--- src/ccs_pkg.sv ---
// Purpose: shared constants, types and helpers of the clock control and power save block
// Assumes: 50 MHz aclk, AXI4-Lite register access with 32-bit data
// Notes: source codes and unlock keys are neutral values
package ccs_pkg;
    // register byte offsets
    localparam logic [3:0] OFS_CTRL = 4'h0;
    localparam logic [3:0] OFS_KEY = 4'h4;
    localparam logic [3:0] OFS_STAT = 4'h8;
    // control register field positions
    localparam int CUR_LSB = 12;
    localparam int NXT_LSB = 8;
    localparam int LOCK_BIT = 5;
    localparam int CF_BIT = 3;
    localparam int SEC_BIT = 1;
    localparam int REQ_BIT = 0;
    // unlock keys, values are arbitrary
    localparam logic [7:0] KEY_HI = 8'h3C;
    localparam logic [7:0] KEY_LO = 8'hC3;
    // source codes
    localparam logic [2:0] SRC_FRC = 3'h0;
    localparam logic [2:0] SRC_FAST_RC_WITH_PLL = 3'h1;
    localparam logic [2:0] SRC_PRI = 3'h2;
    localparam logic [2:0] SRC_PRI_PLL = 3'h3;
    localparam logic [2:0] SRC_SEC = 3'h4;
    localparam logic [2:0] SRC_LOW_POWER_RC = 3'h5;
    // timing: new-clock cycles before handover, cycles before cpu resumes
    localparam logic [3:0] HANDOVER_CYC = 4'hA;
    localparam logic [1:0] RESUME_CYC = 2'h3;
    // reset source and axi response codes
    localparam logic [2:0] RST_SRC = SRC_FRC;
    localparam logic [1:0] RESP_OKAY = 2'h0;
    localparam logic [1:0] RESP_SLVERR = 2'h2;

    typedef enum logic [2:0] {
        SW_IDLE = 3'h0, SW_CHECK = 3'h1, SW_START = 3'h2,
        SW_WAIT = 3'h3, SW_COUNT = 3'h4, SW_DONE = 3'h5
    } ccs_sw_e;

    typedef enum logic [2:0] {
        PM_RUN = 3'h0, PM_ENTER = 3'h1, PM_SLEEP = 3'h2, PM_IDLE = 3'h3, PM_WAKE = 3'h4
    } ccs_pm_e;

    // status from the oscillators: per-source running bits plus shared flags
    typedef struct packed {
        logic [7:0] running;
        logic ost_expired;
        logic pll_lock;
        logic osc_fail;
        logic new_clk_mon;
    } ccs_osc_s;

    function automatic logic ccs_uses_pll(input logic [2:0] code);
        ccs_uses_pll = (code == SRC_FAST_RC_WITH_PLL) || (code == SRC_PRI_PLL);
    endfunction : ccs_uses_pll

    function automatic logic ccs_is_xtal(input logic [2:0] code);
        ccs_is_xtal = (code == SRC_PRI) || (code == SRC_PRI_PLL) || (code == SRC_SEC);
    endfunction : ccs_is_xtal

    function automatic logic [7:0] ccs_onehot(input logic [2:0] code);
        ccs_onehot = 8'h01 << code;
    endfunction : ccs_onehot
endpackage : ccs_pkg

--- src/ccs_clock_switch.sv ---
// Purpose: oscillator switching, fail-safe fallback and sleep/idle control
// Assumes: oscillator status arrives asynchronously; cpu and wake inputs are on aclk
// Notes: all state lives in one struct registered by a single process
// How it works
// - switching and monitor only when config bit zero
// - disabled: next ignored, current shows initial config
// - disabled: switch request held at zero
// - equal current and next aborts, request cleared
// - valid switch clears lock and fail flags
// - enable new source, wait timer or lock
// - count ten new-clock cycles before handover
// - handover clears request, copies next to current
// - old source off, keep low-power rc/secondary
// - cpu keeps running during the switch
// - monitor on keeps low-power rc running
// - failure raises trap, falls to fast rc
// - fallback keeps pll when pll was used
// - sleep stops the source clock and pll, peripherals and monitor; secondary stays if enabled
// - enabled watchdog cleared on entry, its rc kept
// - wake on interrupt, reset or watchdog
// - sleep wake resumes same clock source
// - idle stops cpu, clocks keep running
// - idle wake resumes cpu 2-4 cycles later
// - interrupt during entry deferred, then wakes
module ccs_clock_switch (
    input wire logic aclk,
    input wire logic aresetn,
    input wire logic [3:0] s_axi_awaddr,
    input wire logic s_axi_awvalid,
    output logic s_axi_awready,
    input wire logic [31:0] s_axi_wdata,
    input wire logic [3:0] s_axi_wstrb,
    input wire logic s_axi_wvalid,
    output logic s_axi_wready,
    output logic [1:0] s_axi_bresp,
    output logic s_axi_bvalid,
    input wire logic s_axi_bready,
    input wire logic [3:0] s_axi_araddr,
    input wire logic s_axi_arvalid,
    output logic s_axi_arready,
    output logic [31:0] s_axi_rdata,
    output logic [1:0] s_axi_rresp,
    output logic s_axi_rvalid,
    input wire logic s_axi_rready,
    input wire logic switch_monitor_config_bit,
    input wire logic [2:0] initial_source_config,
    input wire logic wdt_enabled,
    input wire ccs_pkg::ccs_osc_s osc_in,
    input wire logic power_save_instruction_valid,
    input wire logic power_save_instruction_sleep,
    input wire logic irq_wake,
    input wire logic wdt_timeout,
    output logic [7:0] osc_enable,
    output logic pll_enable,
    output logic [2:0] sys_clk_select,
    output logic clock_fail_trap,
    output logic wdt_clear,
    output logic cpu_run,
    output logic periph_clk_enable,
    output logic wake_by_irq
);
    typedef struct packed {
        ccs_pkg::ccs_sw_e sw;
        ccs_pkg::ccs_pm_e pm;
        logic boot;
        logic [2:0] cur;
        logic [2:0] nxt;
        logic req;
        logic lock;
        logic cf;
        logic sec_en;
        logic key_hi;
        logic key_lo;
        logic [3:0] cnt;
        logic [1:0] wcnt;
        ccs_pkg::ccs_osc_s s1;
        ccs_pkg::ccs_osc_s s2;
        logic mon_d3;
        logic trap;
        logic wclr;
        logic run;
        logic pclk;
        logic wirq;
        logic [7:0] oen;
        logic pen;
        logic aw_h;
        logic [3:0] awa;
        logic w_h;
        logic [31:0] wd;
        logic [3:0] ws;
        logic bv;
        logic [1:0] br;
        logic rv;
        logic [31:0] rd;
        logic [1:0] rr;
    } ccs_state_s;

    ccs_state_s q, d;

    logic sw_en;
    logic mon_en;
    logic fail_evt;
    logic mon_edge;
    logic src_ready;
    logic do_wr;
    logic valid_sw;
    logic low_power_rc_keep;
    logic [31:0] ctrl_rd;

    // fuse bit low enables both switching and monitor
    assign sw_en = !switch_monitor_config_bit;
    assign mon_en = sw_en && (q.pm != ccs_pkg::PM_SLEEP);
    // only the second flop of each synchroniser is looked at
    assign fail_evt = mon_en && q.s2.osc_fail && !q.trap && (q.cur != ccs_pkg::SRC_FRC)
        && (q.cur != ccs_pkg::SRC_FAST_RC_WITH_PLL);
    assign mon_edge = q.s2.new_clk_mon && !q.mon_d3;
    assign src_ready = q.s2.running[q.nxt] && (!ccs_pkg::ccs_is_xtal(q.nxt) || q.s2.ost_expired)
        && (!ccs_pkg::ccs_uses_pll(q.nxt) || q.lock);
    assign valid_sw = (q.sw == ccs_pkg::SW_CHECK) && (q.nxt != q.cur);
    assign do_wr = q.aw_h && q.w_h && !q.bv;
    assign low_power_rc_keep = (wdt_enabled || mon_en);

    // control register read image
    always_comb
    begin
        ctrl_rd = 32'h0000_0000;
        ctrl_rd[ccs_pkg::CUR_LSB +: 3] = q.cur;
        ctrl_rd[ccs_pkg::NXT_LSB +: 3] = q.nxt;
        ctrl_rd[ccs_pkg::LOCK_BIT] = q.lock;
        ctrl_rd[ccs_pkg::CF_BIT] = q.cf;
        ctrl_rd[ccs_pkg::SEC_BIT] = q.sec_en;
        ctrl_rd[ccs_pkg::REQ_BIT] = q.req;
    end

    // next-state logic for the whole block
    always_comb
    begin
        d = q;
        d.trap = 1'b0;
        d.wclr = 1'b0;
        // synchronisers for the asynchronous oscillator status
        d.s1 = osc_in;
        d.s2 = q.s1;
        d.mon_d3 = q.s2.new_clk_mon;
        d.boot = 1'b0;

        // axi write channels are taken independently, response after both
        if (!q.aw_h && s_axi_awvalid)
        begin
            d.aw_h = 1'b1;
            d.awa = s_axi_awaddr;
        end
        if (!q.w_h && s_axi_wvalid)
        begin
            d.w_h = 1'b1;
            d.wd = s_axi_wdata;
            d.ws = s_axi_wstrb;
        end
        if (q.bv && s_axi_bready)
        begin
            d.bv = 1'b0;
        end
        if (do_wr)
        begin
            d.aw_h = 1'b0;
            d.w_h = 1'b0;
            d.bv = 1'b1;
            d.br = ccs_pkg::RESP_OKAY;
            // any write disarms both keys, a key write with a matching value then rearms one
            d.key_hi = 1'b0;
            d.key_lo = 1'b0;
            unique case (q.awa)
                ccs_pkg::OFS_CTRL:
                begin
                    if (q.ws[1] && q.key_hi && q.sw == ccs_pkg::SW_IDLE)
                    begin
                        d.nxt = q.wd[ccs_pkg::NXT_LSB +: 3];
                    end
                    if (q.ws[0] && q.key_lo)
                    begin
                        d.sec_en = q.wd[ccs_pkg::SEC_BIT];
                        if (!q.wd[ccs_pkg::CF_BIT])
                        begin
                            d.cf = 1'b0;
                        end
                        if (q.wd[ccs_pkg::REQ_BIT])
                        begin
                            d.req = 1'b1;
                        end
                    end
                end
                ccs_pkg::OFS_KEY:
                begin
                    d.key_hi = q.ws[0] && (q.wd[7:0] == ccs_pkg::KEY_HI);
                    d.key_lo = q.ws[0] && (q.wd[7:0] == ccs_pkg::KEY_LO);
                end
                ccs_pkg::OFS_STAT:
                begin
                    d.br = ccs_pkg::RESP_OKAY;
                end
                default:
                begin
                    d.br = ccs_pkg::RESP_SLVERR;
                end
            endcase
        end

        // axi read: one outstanding, data latched at address acceptance
        if (q.rv && s_axi_rready)
        begin
            d.rv = 1'b0;
        end
        if (!q.rv && s_axi_arvalid)
        begin
            d.rv = 1'b1;
            d.rr = ccs_pkg::RESP_OKAY;
            unique case (s_axi_araddr)
                ccs_pkg::OFS_CTRL: d.rd = ctrl_rd;
                ccs_pkg::OFS_KEY: d.rd = 32'h0000_0000;
                ccs_pkg::OFS_STAT: d.rd = {28'h000_0000, sw_en, (q.sw != ccs_pkg::SW_IDLE),
                    (q.pm == ccs_pkg::PM_IDLE), (q.pm == ccs_pkg::PM_SLEEP)};
                default:
                begin
                    d.rd = 32'h0000_0000;
                    d.rr = ccs_pkg::RESP_SLVERR;
                end
            endcase
        end

        // lock flag is set by pll lock, only a valid switch clears it; a set in the same cycle wins
        if (valid_sw)
        begin
            d.lock = 1'b0;
            d.cf = 1'b0;
        end
        if (q.s2.pll_lock)
        begin
            d.lock = 1'b1;
        end

        // switch sequencer
        unique case (q.sw)
            ccs_pkg::SW_IDLE:
            begin
                if (q.req)
                begin
                    d.sw = ccs_pkg::SW_CHECK;
                end
            end
            ccs_pkg::SW_CHECK:
            begin
                if (q.nxt == q.cur)
                begin
                    d.req = 1'b0;
                    d.sw = ccs_pkg::SW_IDLE;
                end
                else
                begin
                    d.sw = ccs_pkg::SW_START;
                end
            end
            ccs_pkg::SW_START:
            begin
                // lets the cleared lock flag settle before it is judged
                d.sw = ccs_pkg::SW_WAIT;
            end
            ccs_pkg::SW_WAIT:
            begin
                if (src_ready)
                begin
                    d.cnt = 4'h0;
                    d.sw = ccs_pkg::SW_COUNT;
                end
            end
            ccs_pkg::SW_COUNT:
            begin
                if (mon_edge)
                begin
                    d.cnt = q.cnt + 4'h1;
                    if (q.cnt == ccs_pkg::HANDOVER_CYC - 4'h1)
                    begin
                        d.sw = ccs_pkg::SW_DONE;
                    end
                end
            end
            ccs_pkg::SW_DONE:
            begin
                d.cur = q.nxt;
                d.req = 1'b0;
                d.sw = ccs_pkg::SW_IDLE;
            end
            default:
            begin
                d.sw = ccs_pkg::SW_IDLE;
            end
        endcase

        // a failure overrides any switch in flight
        if (fail_evt)
        begin
            d.trap = 1'b1;
            d.cf = 1'b1;
            d.cur = ccs_pkg::ccs_uses_pll(q.cur) ? ccs_pkg::SRC_FAST_RC_WITH_PLL : ccs_pkg::SRC_FRC;
            d.req = 1'b0;
            d.sw = ccs_pkg::SW_IDLE;
        end

        // with switching disabled, the fuse picks the source
        if (!sw_en || q.boot)
        begin
            d.cur = initial_source_config;
            d.nxt = initial_source_config;
        end
        if (!sw_en)
        begin
            d.req = 1'b0;
            d.sw = ccs_pkg::SW_IDLE;
        end

        // power save sequencer; cur is never touched, so sleep wakes on the same source
        unique case (q.pm)
            ccs_pkg::PM_RUN:
            begin
                if (power_save_instruction_valid)
                begin
                    d.pm = ccs_pkg::PM_ENTER;
                    d.run = 1'b0;
                    d.wclr = wdt_enabled;
                end
            end
            ccs_pkg::PM_ENTER:
            begin
                // interrupts are not looked at here, so they wait for entry to finish
                d.pm = power_save_instruction_sleep ? ccs_pkg::PM_SLEEP : ccs_pkg::PM_IDLE;
                d.pclk = !power_save_instruction_sleep;
            end
            ccs_pkg::PM_SLEEP, ccs_pkg::PM_IDLE:
            begin
                if (irq_wake || wdt_timeout)
                begin
                    d.pm = ccs_pkg::PM_WAKE;
                    d.wcnt = 2'h0;
                    d.pclk = 1'b1;
                    d.wirq = irq_wake;
                end
            end
            ccs_pkg::PM_WAKE:
            begin
                d.wcnt = q.wcnt + 2'h1;
                if (q.wcnt == ccs_pkg::RESUME_CYC - 2'h1)
                begin
                    d.run = 1'b1;
                    d.pm = ccs_pkg::PM_RUN;
                end
            end
            default:
            begin
                d.pm = ccs_pkg::PM_RUN;
            end
        endcase
        // the switch never stalls the cpu, only the power save instruction does
        if (q.pm == ccs_pkg::PM_RUN && !power_save_instruction_valid)
        begin
            d.run = 1'b1;
        end

        // oscillator enables: old source drops out once cur moves on
        d.oen = 8'h00;
        if (d.pm != ccs_pkg::PM_SLEEP)
        begin
            d.oen = ccs_pkg::ccs_onehot(d.cur);
            if (d.sw != ccs_pkg::SW_IDLE)
            begin
                d.oen = d.oen | ccs_pkg::ccs_onehot(d.nxt);
            end
        end
        if ((d.pm == ccs_pkg::PM_SLEEP) ? wdt_enabled : low_power_rc_keep)
        begin
            d.oen = d.oen | ccs_pkg::ccs_onehot(ccs_pkg::SRC_LOW_POWER_RC);
        end
        if (d.sec_en)
        begin
            d.oen = d.oen | ccs_pkg::ccs_onehot(ccs_pkg::SRC_SEC);
        end
        d.pen = (d.pm != ccs_pkg::PM_SLEEP) && (ccs_pkg::ccs_uses_pll(d.cur)
            || (d.sw != ccs_pkg::SW_IDLE && ccs_pkg::ccs_uses_pll(d.nxt)));
    end

    // single state register, synchronous active-low reset
    always_ff @(posedge aclk)
    begin
        if (!aresetn)
        begin
            q <= '0;
            q.sw <= ccs_pkg::SW_IDLE;
            q.pm <= ccs_pkg::PM_RUN;
            q.boot <= 1'b1;
            q.cur <= ccs_pkg::RST_SRC;
            q.nxt <= ccs_pkg::RST_SRC;
            q.run <= 1'b1;
            q.pclk <= 1'b1;
        end
        else
        begin
            q <= d;
        end
    end

    // outputs
    assign s_axi_awready = !q.aw_h;
    assign s_axi_wready = !q.w_h;
    assign s_axi_bvalid = q.bv;
    assign s_axi_bresp = q.br;
    assign s_axi_arready = !q.rv;
    assign s_axi_rvalid = q.rv;
    assign s_axi_rdata = q.rd;
    assign s_axi_rresp = q.rr;
    assign osc_enable = q.oen;
    assign pll_enable = q.pen;
    assign sys_clk_select = q.cur;
    assign clock_fail_trap = q.trap;
    assign wdt_clear = q.wclr;
    assign cpu_run = q.run;
    assign periph_clk_enable = q.pclk;
    assign wake_by_irq = q.wirq;
endmodule : ccs_clock_switch

--- config.mk ---
export PLATFORM = sky130hd
export DESIGN_NAME = ccs_clock_switch
export DESIGN_NICKNAME = d
export VERILOG_FILES = /design/src/ccs_pkg.sv /design/src/ccs_clock_switch.sv
export SDC_FILE = /design/constraint.sdc
export NUM_CORES = 1
export LEC_CHECK = 0
export BUFFER_PORTS_ARGS = -buffer_cell sky130_fd_sc_hd__buf_4
export CAP_MARGIN = 40
export CORE_AREA = 2 2 105 128
export CTS_CLUSTER_DIAMETER = 60
export DETAILED_ROUTE_END_ITERATION = 8
export DIE_AREA = 0 0 107 130
export SLEW_MARGIN = 20
export SYNTH_ARGS = -nofsm -noshare
export SYNTH_HDL_FRONTEND = slang
export SYNTH_SLANG_ARGS = --single-unit
--- constraint.sdc ---
create_clock -name aclk -period 2.19 [get_ports aclk]
set_clock_uncertainty 0.05 [all_clocks]
set_input_delay 0.1095 -clock aclk [delete_from_list [all_inputs] [get_ports aclk]]
set_output_delay 0.1095 -clock aclk [all_outputs]
set_load 0.02 [all_outputs]
==> flow_metrics.env, run 1 <==
export IMPL_achievable_frequency_mhz=490
export IMPL_layout_worst_path_cycle_share_pct=93.1
export IMPL_critPathMaxStageDelay_ps=500
export IMPL_via_count=3552
export IMPL_insertion_delay_of_the_later_clocked_pin_in_the_worst_skew_pair_ps=330
export IMPL_total_grt_overflow=0
export IMPL_numClockSinks=98
export IMPL_worst_pin_slew_ps=765
export IMPL_port_buffers=83
export IMPL_rr_worst_depth=5
export IMPL_std_cell_rows=46
export IMPL_rr_startpoint="q[138]"
export IMPL_tritoncts_num_buffers=9
export IMPL_yosys_area_top_type_share_pct=45.0
export IMPL_synth_commonest_cells="sky130_fd_sc_hd__dfxtp_1, sky130_fd_sc_hd__nor2_1, sky130_fd_sc_hd__buf_4, sky130_fd_sc_hd__nand2_1"
export IMPL_p_sw_share_pct=24.2
export IMPL_global_route_usage_total_pct=14.6
export IMPL_die_h_microns=130
export IMPL_number_of_iterations_in_the_first_detailed_routing_pass=4
export IMPL_clockBufferDepth=2
export IMPL_first_global_vias=3350
export IMPL_power_frac_comb_pct=13.1
export IMPL_timing_critical_path_required_ps=2360
export IMPL_multi_input_comb_area_sq_um=1980
export IMPL_power_frac_clock_pct=39.2
export IMPL_critical_path_class="flop to flop"
export IMPL_post_route_min_period_ps=2040
export IMPL_design_die_area_sq_um=13900
export IMPL_antenna_violating_nets_post_route=0
export IMPL_critical_path_n_buffers_inverters=0
export IMPL_hold_path_depth=3
export IMPL_rsz_0062_raised_after_global_routing="no"
export IMPL_yosys_cell_types=65
export IMPL_fillCellCount=1252
export IMPL_leakage_nw=2.35
export IMPL_hpwl_microns=7690
export IMPL_critical_path_startpoint_type="flop"
export IMPL_synth_async_reset_ratio_pct=0
export IMPL_drive_gt1_share_pct=22.6
export IMPL_seq_power_share_pct=47.7
export IMPL_critical_path_endpoint_type="flop"
export IMPL_start_util_pct=34.0
export IMPL_path_clk_slew_ps=60
export IMPL_peakVddDrop_v=0.000343
export IMPL_detail_route_vias_per_cell=4.67
export IMPL_crit_path_top_delay_cell="sky130_fd_sc_hd__or4b_1"
export IMPL_ff_latch_area_sq_um=1960
export IMPL_timing_slew_headroom_pct=48.9
export IMPL_cts_tree="built"
export IMPL_grt_max_degree=26
export IMPL_synth_largest_area_cell="sky130_fd_sc_hd__dfxtp_1"
export IMPL_ratio_of_total_power_to_cell_area_nw_per_um2=719
export IMPL_ff_to_ff_setup_slack_ps=150
export IMPL_h_tree_depth=3
export IMPL_initial_antenna_violation_count=0
export IMPL_report_final_setup_viol=0
export IMPL_synth_yosys_seq_area_share_pct=45.0
export IMPL_finish_net_count=663
export IMPL_worstHoldPathType="primary input to flop"
export IMPL_grt_pass1_wl_microns=16100
export IMPL_post_synthesis_cell_count=492
export IMPL_antenna_diode_count=0
export IMPL_fin_setup_tns_ps=0
export IMPL_clock_root_cell="sky130_fd_sc_hd__clkbuf_16"
export IMPL_syn2layout_area_growth_pct=28.4
export IMPL_routabilityCongestion=0.842
export IMPL_critical_path_top_delay_family="simple AND/OR/NAND/NOR gates"
export IMPL_crit_arrival_ps=2210
export IMPL_cp_cell_sequence="or4b_1 > a21oi_1 > or2b_1 > nor2_1 > a221o_1"
export IMPL_synth_top_cells_by_area="sky130_fd_sc_hd__dfxtp_1, sky130_fd_sc_hd__buf_4, sky130_fd_sc_hd__and2_1, sky130_fd_sc_hd__nor2_1, sky130_fd_sc_hd__nand2_1"
export IMPL_count_of_pins_on_the_block_boundary=130
export IMPL_synth_seq_cells=98
export IMPL_postSynthAreaPerCell_sq_um=8.87
export IMPL_final_hold_viol_count=0
export IMPL_status="completed"
export IMPL_final_hold_worst_slack_ps=7.63
export IMPL_worstPathMaxFanout=6
export IMPL_capture_point_of_the_worst_reg_to_reg_path="osc_enable[4]"
export IMPL_ys_flop_type="sky130_fd_sc_hd__dfxtp_1"
export IMPL_switching_power_w=0.000974
export IMPL_ys_warn_count=0
export IMPL_maxCapViolations=0
export IMPL_slew_violations=0
export IMPL_min_delay_worst_endpoint="q[51]"
export IMPL_drt_first_iter_violations=112
export IMPL_synth_edf_count=0
export IMPL_die_w_microns=107
export IMPL_wire_per_inst_microns=13.3
export IMPL_worst_hold_startpoint="s_axi_wdata[9]"
export IMPL_remaining_drc_errors=0
export IMPL_postCtsSetupRepairBufs=0
export IMPL_synth_most_common_cell="sky130_fd_sc_hd__dfxtp_1"
export IMPL_core_area_sq_um=12800
export IMPL_routed_wl_microns=10100
export IMPL_intPower_w=0.00305
export IMPL_synthesis_area_sq_um=4360
==> layout by cell type, fill, tap and decap left out, drive strengths merged, types with 4 or more instances in the layout <==
master       count
a22oi           10
mux2i            9
or3              4
clkbuf          12
dlygate4sd3     33
conb            23
o31ai            6
nand2           43
inv             14
a21oi           31
nand3           13
nand2b           7
and2            31
nor3            12
o21ai           13
nor2b            9
buf            101
nand4            6
nand3b           4
dfxtp           98
nor2            53
a211oi           6
==> repair_timing <==
action | 4_1_cts | 5_1_grt
hold buffers | 33 | 0
setup endpoints to repair | 0 | 2
endpoints found under the hold margin | 32 | 0
gates resized for setup | 0 | 4
==> through the flow <==
stage          util [%]  instances  total power, W  cell area [sq um]  setup slack (ps)
4_1_cts            43.6        761         0.00407               5590               119
2_1_floorplan         -        514         0.00228               4440               127
3_3_place_gp       38.6        712         0.00243               4950               171
5_1_grt            43.6        761         0.00419               5600              25.8
3_5_place_dp       38.6        712         0.00244               4950               120
6_report           43.6        761         0.00403               5600               150
==> logic make-up after synthesis <==
logic type,share of synthesized area [%]
and+or+nand+nor,23.9
DFF,45.0
AOI/OAI and AO/OA,14.8
buffers and inverters,11.7
muxes,2.67
xor gates and xnor gates,1.00
adders and majority gates,0.861
other,0.0860
==> sequential cells by signal (all words and copies together) (netlist names), 3 cells and up <==
signal	count
ctrl_rd	7
d	13
osc_enable	8
q	46
s_axi_rdata	11
sys_clk_select	3
==> layer usage <==
metal  track usage, %  share of wire (%)
met4             6.57                2.8
met5                0                  0
met3             2.85                3.3
met2             25.4                 49
met1             17.4                 45
==> layout make-up <==
cell class,count,share of cell area (%)
clock inverters,4,0.894
clock buffers,12,4.58
multi-input cells,331,35.3
inverters,14,0.938
repair buffers,134,19.4
well taps,168,3.75
flip-flops and latches,98,35.1
==> worst register-to-register path, cell delays in order, from the launching register on <==
cell	delay (ps)
sky130_fd_sc_hd__dfxtp_1	350
sky130_fd_sc_hd__or4b_1	500
sky130_fd_sc_hd__a21oi_1	280
sky130_fd_sc_hd__or2b_1	270
sky130_fd_sc_hd__nor2_1	120
sky130_fd_sc_hd__a221o_1	360
==> power by group through the flow <==
stage               Combinational (W)  Clock (W)  Sequential, W
global route                 0.000578    0.00169        0.00193
global placement             0.000471          0        0.00196
detailed placement           0.000478          0        0.00196
floorplan                    0.000336          0        0.00195
finish                       0.000527    0.00158        0.00192
CTS                          0.000528    0.00163        0.00192
==> worst max path at each step <==
stage / startpoint / end / slack (ps) / cells after the start
final: q[138] / osc_enable[4] / 150 / 5
after global routing: q[142] / osc_enable[4] / 30 / 6
after CTS: ctrl_rd[8] / osc_enable[4] / 120 / 6
after detailed placement: ctrl_rd[8] / osc_enable[4] / 120 / 6
after global placement: ctrl_rd[8] / osc_enable[4] / 170 / 6
after floorplan: q[139] / osc_enable[4] / 130 / 7
(Power assumes the default switching activity.)
==> run 2: changes to the inputs <==
- CTS_BUF_LIST: default -> sky130_fd_sc_hd__clkbuf_16
==> run 2 against run 1 <==
  * Sequential cell count unchanged
  * Fmax increased by 0.21%
  * Worst hold slack got worse by 1.0 ps
  * Utilization decreased by 0.16 points
  * Sequential share of layout area increased by 0.13 points
  * Critical path type unchanged
  * Largest power group unchanged
==> flow_metrics.env, run 2 (synthesized netlist as in run 1, its figures left out) <==
export IMPL_numPlacedInstances=712
export IMPL_die_w_microns=107
export IMPL_final_hold_worst_slack_ps=6.61
export IMPL_via_count=3545
export IMPL_final_hold_viol_count=0
export IMPL_post_route_min_period_ps=2040
export IMPL_drive_gt1_share_pct=22.3
export IMPL_syn2layout_area_growth_pct=27.9
export IMPL_largest_register_ff_count=46
export IMPL_number_of_iterations_in_the_first_detailed_routing_pass=5
export IMPL_routed_wl_microns=10200
export IMPL_layout_worst_path_cycle_share_pct=92.9
export IMPL_largest_register="q"
export IMPL_total_grt_overflow=0
export IMPL_global_route_usage_total_pct=14.6
export IMPL_finish_net_count=663
export IMPL_slew_violations=0
export IMPL_path_clk_slew_ps=60
export IMPL_critical_path_endpoint_type="flop"
export IMPL_fin_setup_tns_ps=0
export IMPL_insertion_delay_of_the_later_clocked_pin_in_the_worst_skew_pair_ps=340
export IMPL_achievable_frequency_mhz=491
export IMPL_report_final_setup_viol=0
export IMPL_remaining_drc_errors=0
export IMPL_ff_latch_area_sq_um=1960
export IMPL_fillCellCount=1254
export IMPL_fin_total_pwr_w=0.00396
export IMPL_critical_path_class="flop to flop"
export IMPL_numClockSinks=98
export IMPL_mostFrequentLayoutCell="sky130_fd_sc_hd__buf_4"
export IMPL_start_util_pct=34.0
export IMPL_grt_pass1_wl_microns=16100
export IMPL_die_h_microns=130
export IMPL_count_of_pins_on_the_block_boundary=130
export IMPL_std_cell_rows=46
export IMPL_initial_antenna_violation_count=0
export IMPL_layoutNonFillerInstCount=761
export IMPL_crit_arrival_ps=2210
export IMPL_grt_max_degree=26
export IMPL_status="completed"
export IMPL_design_die_area_sq_um=13900
export IMPL_clock_root_cell="sky130_fd_sc_hd__clkbuf_16"
export IMPL_first_global_vias=3354
export IMPL_hpwl_microns=7690
export IMPL_detail_route_vias_per_cell=4.66
export IMPL_antenna_diode_count=0
export IMPL_critical_path_startpoint_type="flop"
export IMPL_worstHoldPathType="primary input to flop"
export IMPL_clockBufferDepth=2
export IMPL_timing_slew_headroom_pct=48.7
export IMPL_worst_pin_slew_ps=768
export IMPL_rsz_0062_raised_after_global_routing="no"
export IMPL_worstPathMaxFanout=6
export IMPL_leakage_nw=2.34
export IMPL_most_used_cells_in_the_layout_excluding_fill_and_tap_cells="sky130_fd_sc_hd__buf_4, sky130_fd_sc_hd__dfxtp_1, sky130_fd_sc_hd__nor2_1"
export IMPL_antenna_violating_nets_post_route=0
export IMPL_core_area_sq_um=12800
export IMPL_wire_per_inst_microns=13.3
export IMPL_drt_first_iter_violations=119
export IMPL_port_buffers=83
export IMPL_cts_tree="built"
export IMPL_ratio_of_total_power_to_cell_area_nw_per_um2=709
export IMPL_peakVddDrop_v=0.000343
export IMPL_maxCapViolations=0
export IMPL_multi_input_comb_area_sq_um=1980
export IMPL_routabilityCongestion=0.842
export IMPL_timing_critical_path_required_ps=2370
export IMPL_tritoncts_num_buffers=9
export IMPL_h_tree_depth=3
[run 2: cell count changes in the layout (fill, tap and decap cells not counted), sizes merged]
cell    before  now
clkbuf      12    9
inv         14   15
clkinv       1    3
[run 2: layout make-up]
cell class	instances	area share, %
Timing Repair Buffer	134	19.5
Clock buffer	9	4.04
Inverter	14	0.942
Tap cell	168	3.77
Sequential cell	98	35.2
Clock inverter	7	1.10
Multi-Input combinational cell	331	35.4
[run 2: path summary, 6_finish.rpt]
path	startpoint	endpoint	slack, ps	cells after the start
worst max-delay path	q[138]	osc_enable[4]	150	5
worst min-delay path	s_axi_wdata[9]	q[51]	7	3
worst max register to register	q[138]	osc_enable[4]	150	5
worst min register to register	d[95]	d[94]	380	1
[run 2: timing repair]
item                                    4_1_cts  5_1_grt
hold buffers                                 33        0
setup buffers                                 0        0
gates resized for setup                       0        4
hold endpoints to repair                     32        0
endpoints found under the setup margin        0        2
[run 2: critical path, stage by stage (launching register included)]
cell	delay, ps
sky130_fd_sc_hd__dfxtp_1	350
sky130_fd_sc_hd__or4b_1	500
sky130_fd_sc_hd__a21oi_1	280
sky130_fd_sc_hd__or2b_1	270
sky130_fd_sc_hd__nor2_1	120
sky130_fd_sc_hd__a221o_1	360
[run 2: where the power goes]
| group | internal [W] | total (W) | leakage, nW | switching, W |
|---|---|---|---|---|
| logic | 0.000245 | 0.000527 | 1.40 | 0.000282 |
| registers | 0.00186 | 0.00192 | 0.804 | 0.0000575 |
| clock network | 0.000871 | 0.00151 | 0.138 | 0.000638 |
[run 2: stage by stage]
stage / util (%) / area (sq um) / setup WS, ps
after floorplan: - / 4440 / 127
after global placement: 38.6 / 4950 / 171
after detailed placement: 38.6 / 4950 / 120
after CTS: 43.4 / 5570 / 119
after global routing: 43.5 / 5580 / 26.1
final: 43.5 / 5580 / 155
[run 2: metal layers]
metal / GRT usage (%) / share of wire, % / vias to the layer above
li1: - / - / 1806
met1: 17.5 / 45 / 1647
met2: 25.5 / 49 / 78
met3: 2.85 / 3.3 / 14
met4: 6.57 / 2.8 / 0
met5: 0 / 0 / -
==> run 3: changes to the inputs <==
- GPL_TIMING_DRIVEN: default -> 0
==> run 3 against run 2 <==
  * First-iteration DRC count grew 35%
  * Worst hold slack worse by 7.4 ps
  * Sequential cell count unchanged
  * Largest power group unchanged
  * Register-to-register slack got worse by 40 ps
  * The run now ends with hold timing left
  * Total power increased by 4.6%
  * Sequential power about the same
==> flow_metrics.env, run 3 (synthesized netlist as in run 1, its figures left out) <==
export IMPL_start_util_pct=34.0
export IMPL_hpwl_microns=8220
export IMPL_most_used_cells_in_the_layout_excluding_fill_and_tap_cells="sky130_fd_sc_hd__buf_4, sky130_fd_sc_hd__dfxtp_1, sky130_fd_sc_hd__nor2_1"
export IMPL_drt_first_iter_violations=161
export IMPL_grt_pass1_wl_microns=16800
export IMPL_die_w_microns=107
export IMPL_cp_cell_sequence="buf_6 > nor3b_4 > nor4_4 > mux2_4 > o21ai_4 > nor2b_4 > a221o_1"
export IMPL_crit_path_top_delay_cell="sky130_fd_sc_hd__nor4_4"
export IMPL_h_tree_depth=3
export IMPL_largest_register_ff_count=46
export IMPL_tritoncts_num_buffers=9
export IMPL_total_grt_overflow=0
export IMPL_largest_register="q"
export IMPL_worstPathMaxFanout=10
export IMPL_routabilityCongestion=0.847
export IMPL_final_hold_worst_slack_ps=-0.811
export IMPL_drive_gt1_share_pct=26.2
export IMPL_cts_tree="built"
export IMPL_slew_violations=0
export IMPL_timing_critical_path_required_ps=2370
export IMPL_numClockSinks=98
export IMPL_std_cell_rows=46
export IMPL_maxCapViolations=0
export IMPL_first_global_vias=3533
export IMPL_layoutNonFillerInstCount=818
export IMPL_design_die_area_sq_um=13900
export IMPL_p_sw_share_pct=24.3
export IMPL_leakage_nw=2.60
export IMPL_ratio_of_total_power_to_cell_area_nw_per_um2=692
export IMPL_antenna_violating_nets_post_route=0
export IMPL_remaining_drc_errors=0
export IMPL_report_final_setup_viol=0
export IMPL_status="complete, but fails checks"
export IMPL_seq_power_share_pct=46.3
export IMPL_power_frac_clock_pct=39.6
export IMPL_routed_wl_microns=10700
export IMPL_critical_path_class="flop to flop"
export IMPL_port_buffers=82
export IMPL_core_area_sq_um=12800
export IMPL_fin_total_pwr_w=0.00414
export IMPL_numPlacedInstances=764
export IMPL_layout_worst_path_cycle_share_pct=94.6
export IMPL_critical_path_startpoint_type="flop"
export IMPL_path_clk_slew_ps=60
export IMPL_post_route_min_period_ps=2070
export IMPL_via_count=3748
export IMPL_critical_path_endpoint_type="flop"
export IMPL_mostFrequentLayoutCell="sky130_fd_sc_hd__buf_4"
export IMPL_finish_net_count=720
export IMPL_detail_route_vias_per_cell=4.58
export IMPL_power_frac_comb_pct=14.1
export IMPL_intPower_w=0.00313
export IMPL_peakVddDrop_v=0.000431
export IMPL_failed_checks="hold timing"
export IMPL_clock_root_cell="sky130_fd_sc_hd__clkbuf_16"
export IMPL_crit_arrival_ps=2250
export IMPL_worst_pin_slew_ps=597
export IMPL_number_of_iterations_in_the_first_detailed_routing_pass=4
export IMPL_switching_power_w=0.00101
export IMPL_clockBufferDepth=2
export IMPL_post_dp_cell_area_sq_um=5270
export IMPL_count_of_pins_on_the_block_boundary=130
export IMPL_insertion_delay_of_the_later_clocked_pin_in_the_worst_skew_pair_ps=340
export IMPL_timing_slew_headroom_pct=60.0
export IMPL_achievable_frequency_mhz=483
export IMPL_die_h_microns=130
export IMPL_grt_max_degree=16
export IMPL_wire_per_inst_microns=13.1
export IMPL_final_hold_viol_count=1
export IMPL_initial_antenna_violation_count=0
export IMPL_final_cell_area_sq_um=5980
export IMPL_syn2layout_area_growth_pct=37.0
export IMPL_global_route_usage_total_pct=15.6
export IMPL_critPathMaxStageDelay_ps=350
export IMPL_worstHoldPathType="primary input to flop"
export IMPL_antenna_diode_count=0
-- run 3: cell count changes in the layout (fill, tap and decap cells not counted), moves of 2 or more --
cell                            before  now
sky130_fd_sc_hd__dfxtp_1            96   98
sky130_fd_sc_hd__clkbuf_1            0   16
sky130_fd_sc_hd__buf_1               0    2
sky130_fd_sc_hd__buf_2               0    5
sky130_fd_sc_hd__buf_4             101  132
sky130_fd_sc_hd__dfxtp_2             2    0
sky130_fd_sc_hd__dlygate4sd3_1      33   35
-- run 3: final cells by class --
cell class / instances / area [sq um]
inverter: 14 / 52.6
timing repair buffer: 120 / 986
clock inverter: 7 / 85.1
fill: 1258 / 6860
buffer: 71 / 459
multi-input combinational: 331 / 2000
sequential: 98 / 1960
tap: 168 / 210
clock buffer: 9 / 225
-- run 3: timing repair --
action,4_1_cts,5_1_grt
gates resized for setup,2,3
endpoints found under the setup margin,8,6
pin swaps,2,2
buffers inserted,1,1
hold buffers,35,0
hold endpoints to repair,34,0
-- run 3: path summary, 6_finish.rpt --
kind                                     endpoint                         start  slack [ps]  depth (start not counted)
worst max-delay path                osc_enable[4]                        q[139]         120                          7
worst min-delay path            periph_clk_enable  power_save_instruction_sleep        -0.8                          2
worst max register to register      osc_enable[4]                        q[139]         120                          7
worst min register to register             q[104]                        d[104]         380                          1
-- run 3: layer usage --
layer	vias to the layer above	wire length, microns	GRT usage [%]
li1	1915	-	-
met1	1726	4490	18.4
met2	86	5500	27.7
met3	21	403	2.55
met4	0	329	7.49
met5	-	0	0
-- run 3: stage by stage --
stage	setup WS [ps]	util [%]	setup TNS [ps]
2_1_floorplan	127	-	0
3_3_place_gp	-124	41.1	-282
3_5_place_dp	-155	41.1	-536
4_1_cts	9.37	46.3	0
5_1_grt	-26.3	46.6	-47.7
6_report	119	46.6	0
-- run 3: critical path: cells and delay by family (launching register included) --
| kind | cells | cell delay, ps |
|---|---|---|
| mux | 1 | 350 |
| compound gates | 2 | 540 |
| simple gates | 3 | 580 |
| flops | 1 | 310 |
| buf+inv | 1 | 120 |
-- run 3: power groups by stage --
stage / sequential [W] / combinational, W / clock (W)
6_report: 0.00192 / 0.000582 / 0.00164
5_1_grt: 0.00192 / 0.000640 / 0.00175
4_1_cts: 0.00191 / 0.000580 / 0.00168
3_5_place_dp: 0.00195 / 0.000526 / 0
3_3_place_gp: 0.00195 / 0.000514 / 0
2_1_floorplan: 0.00195 / 0.000336 / 0
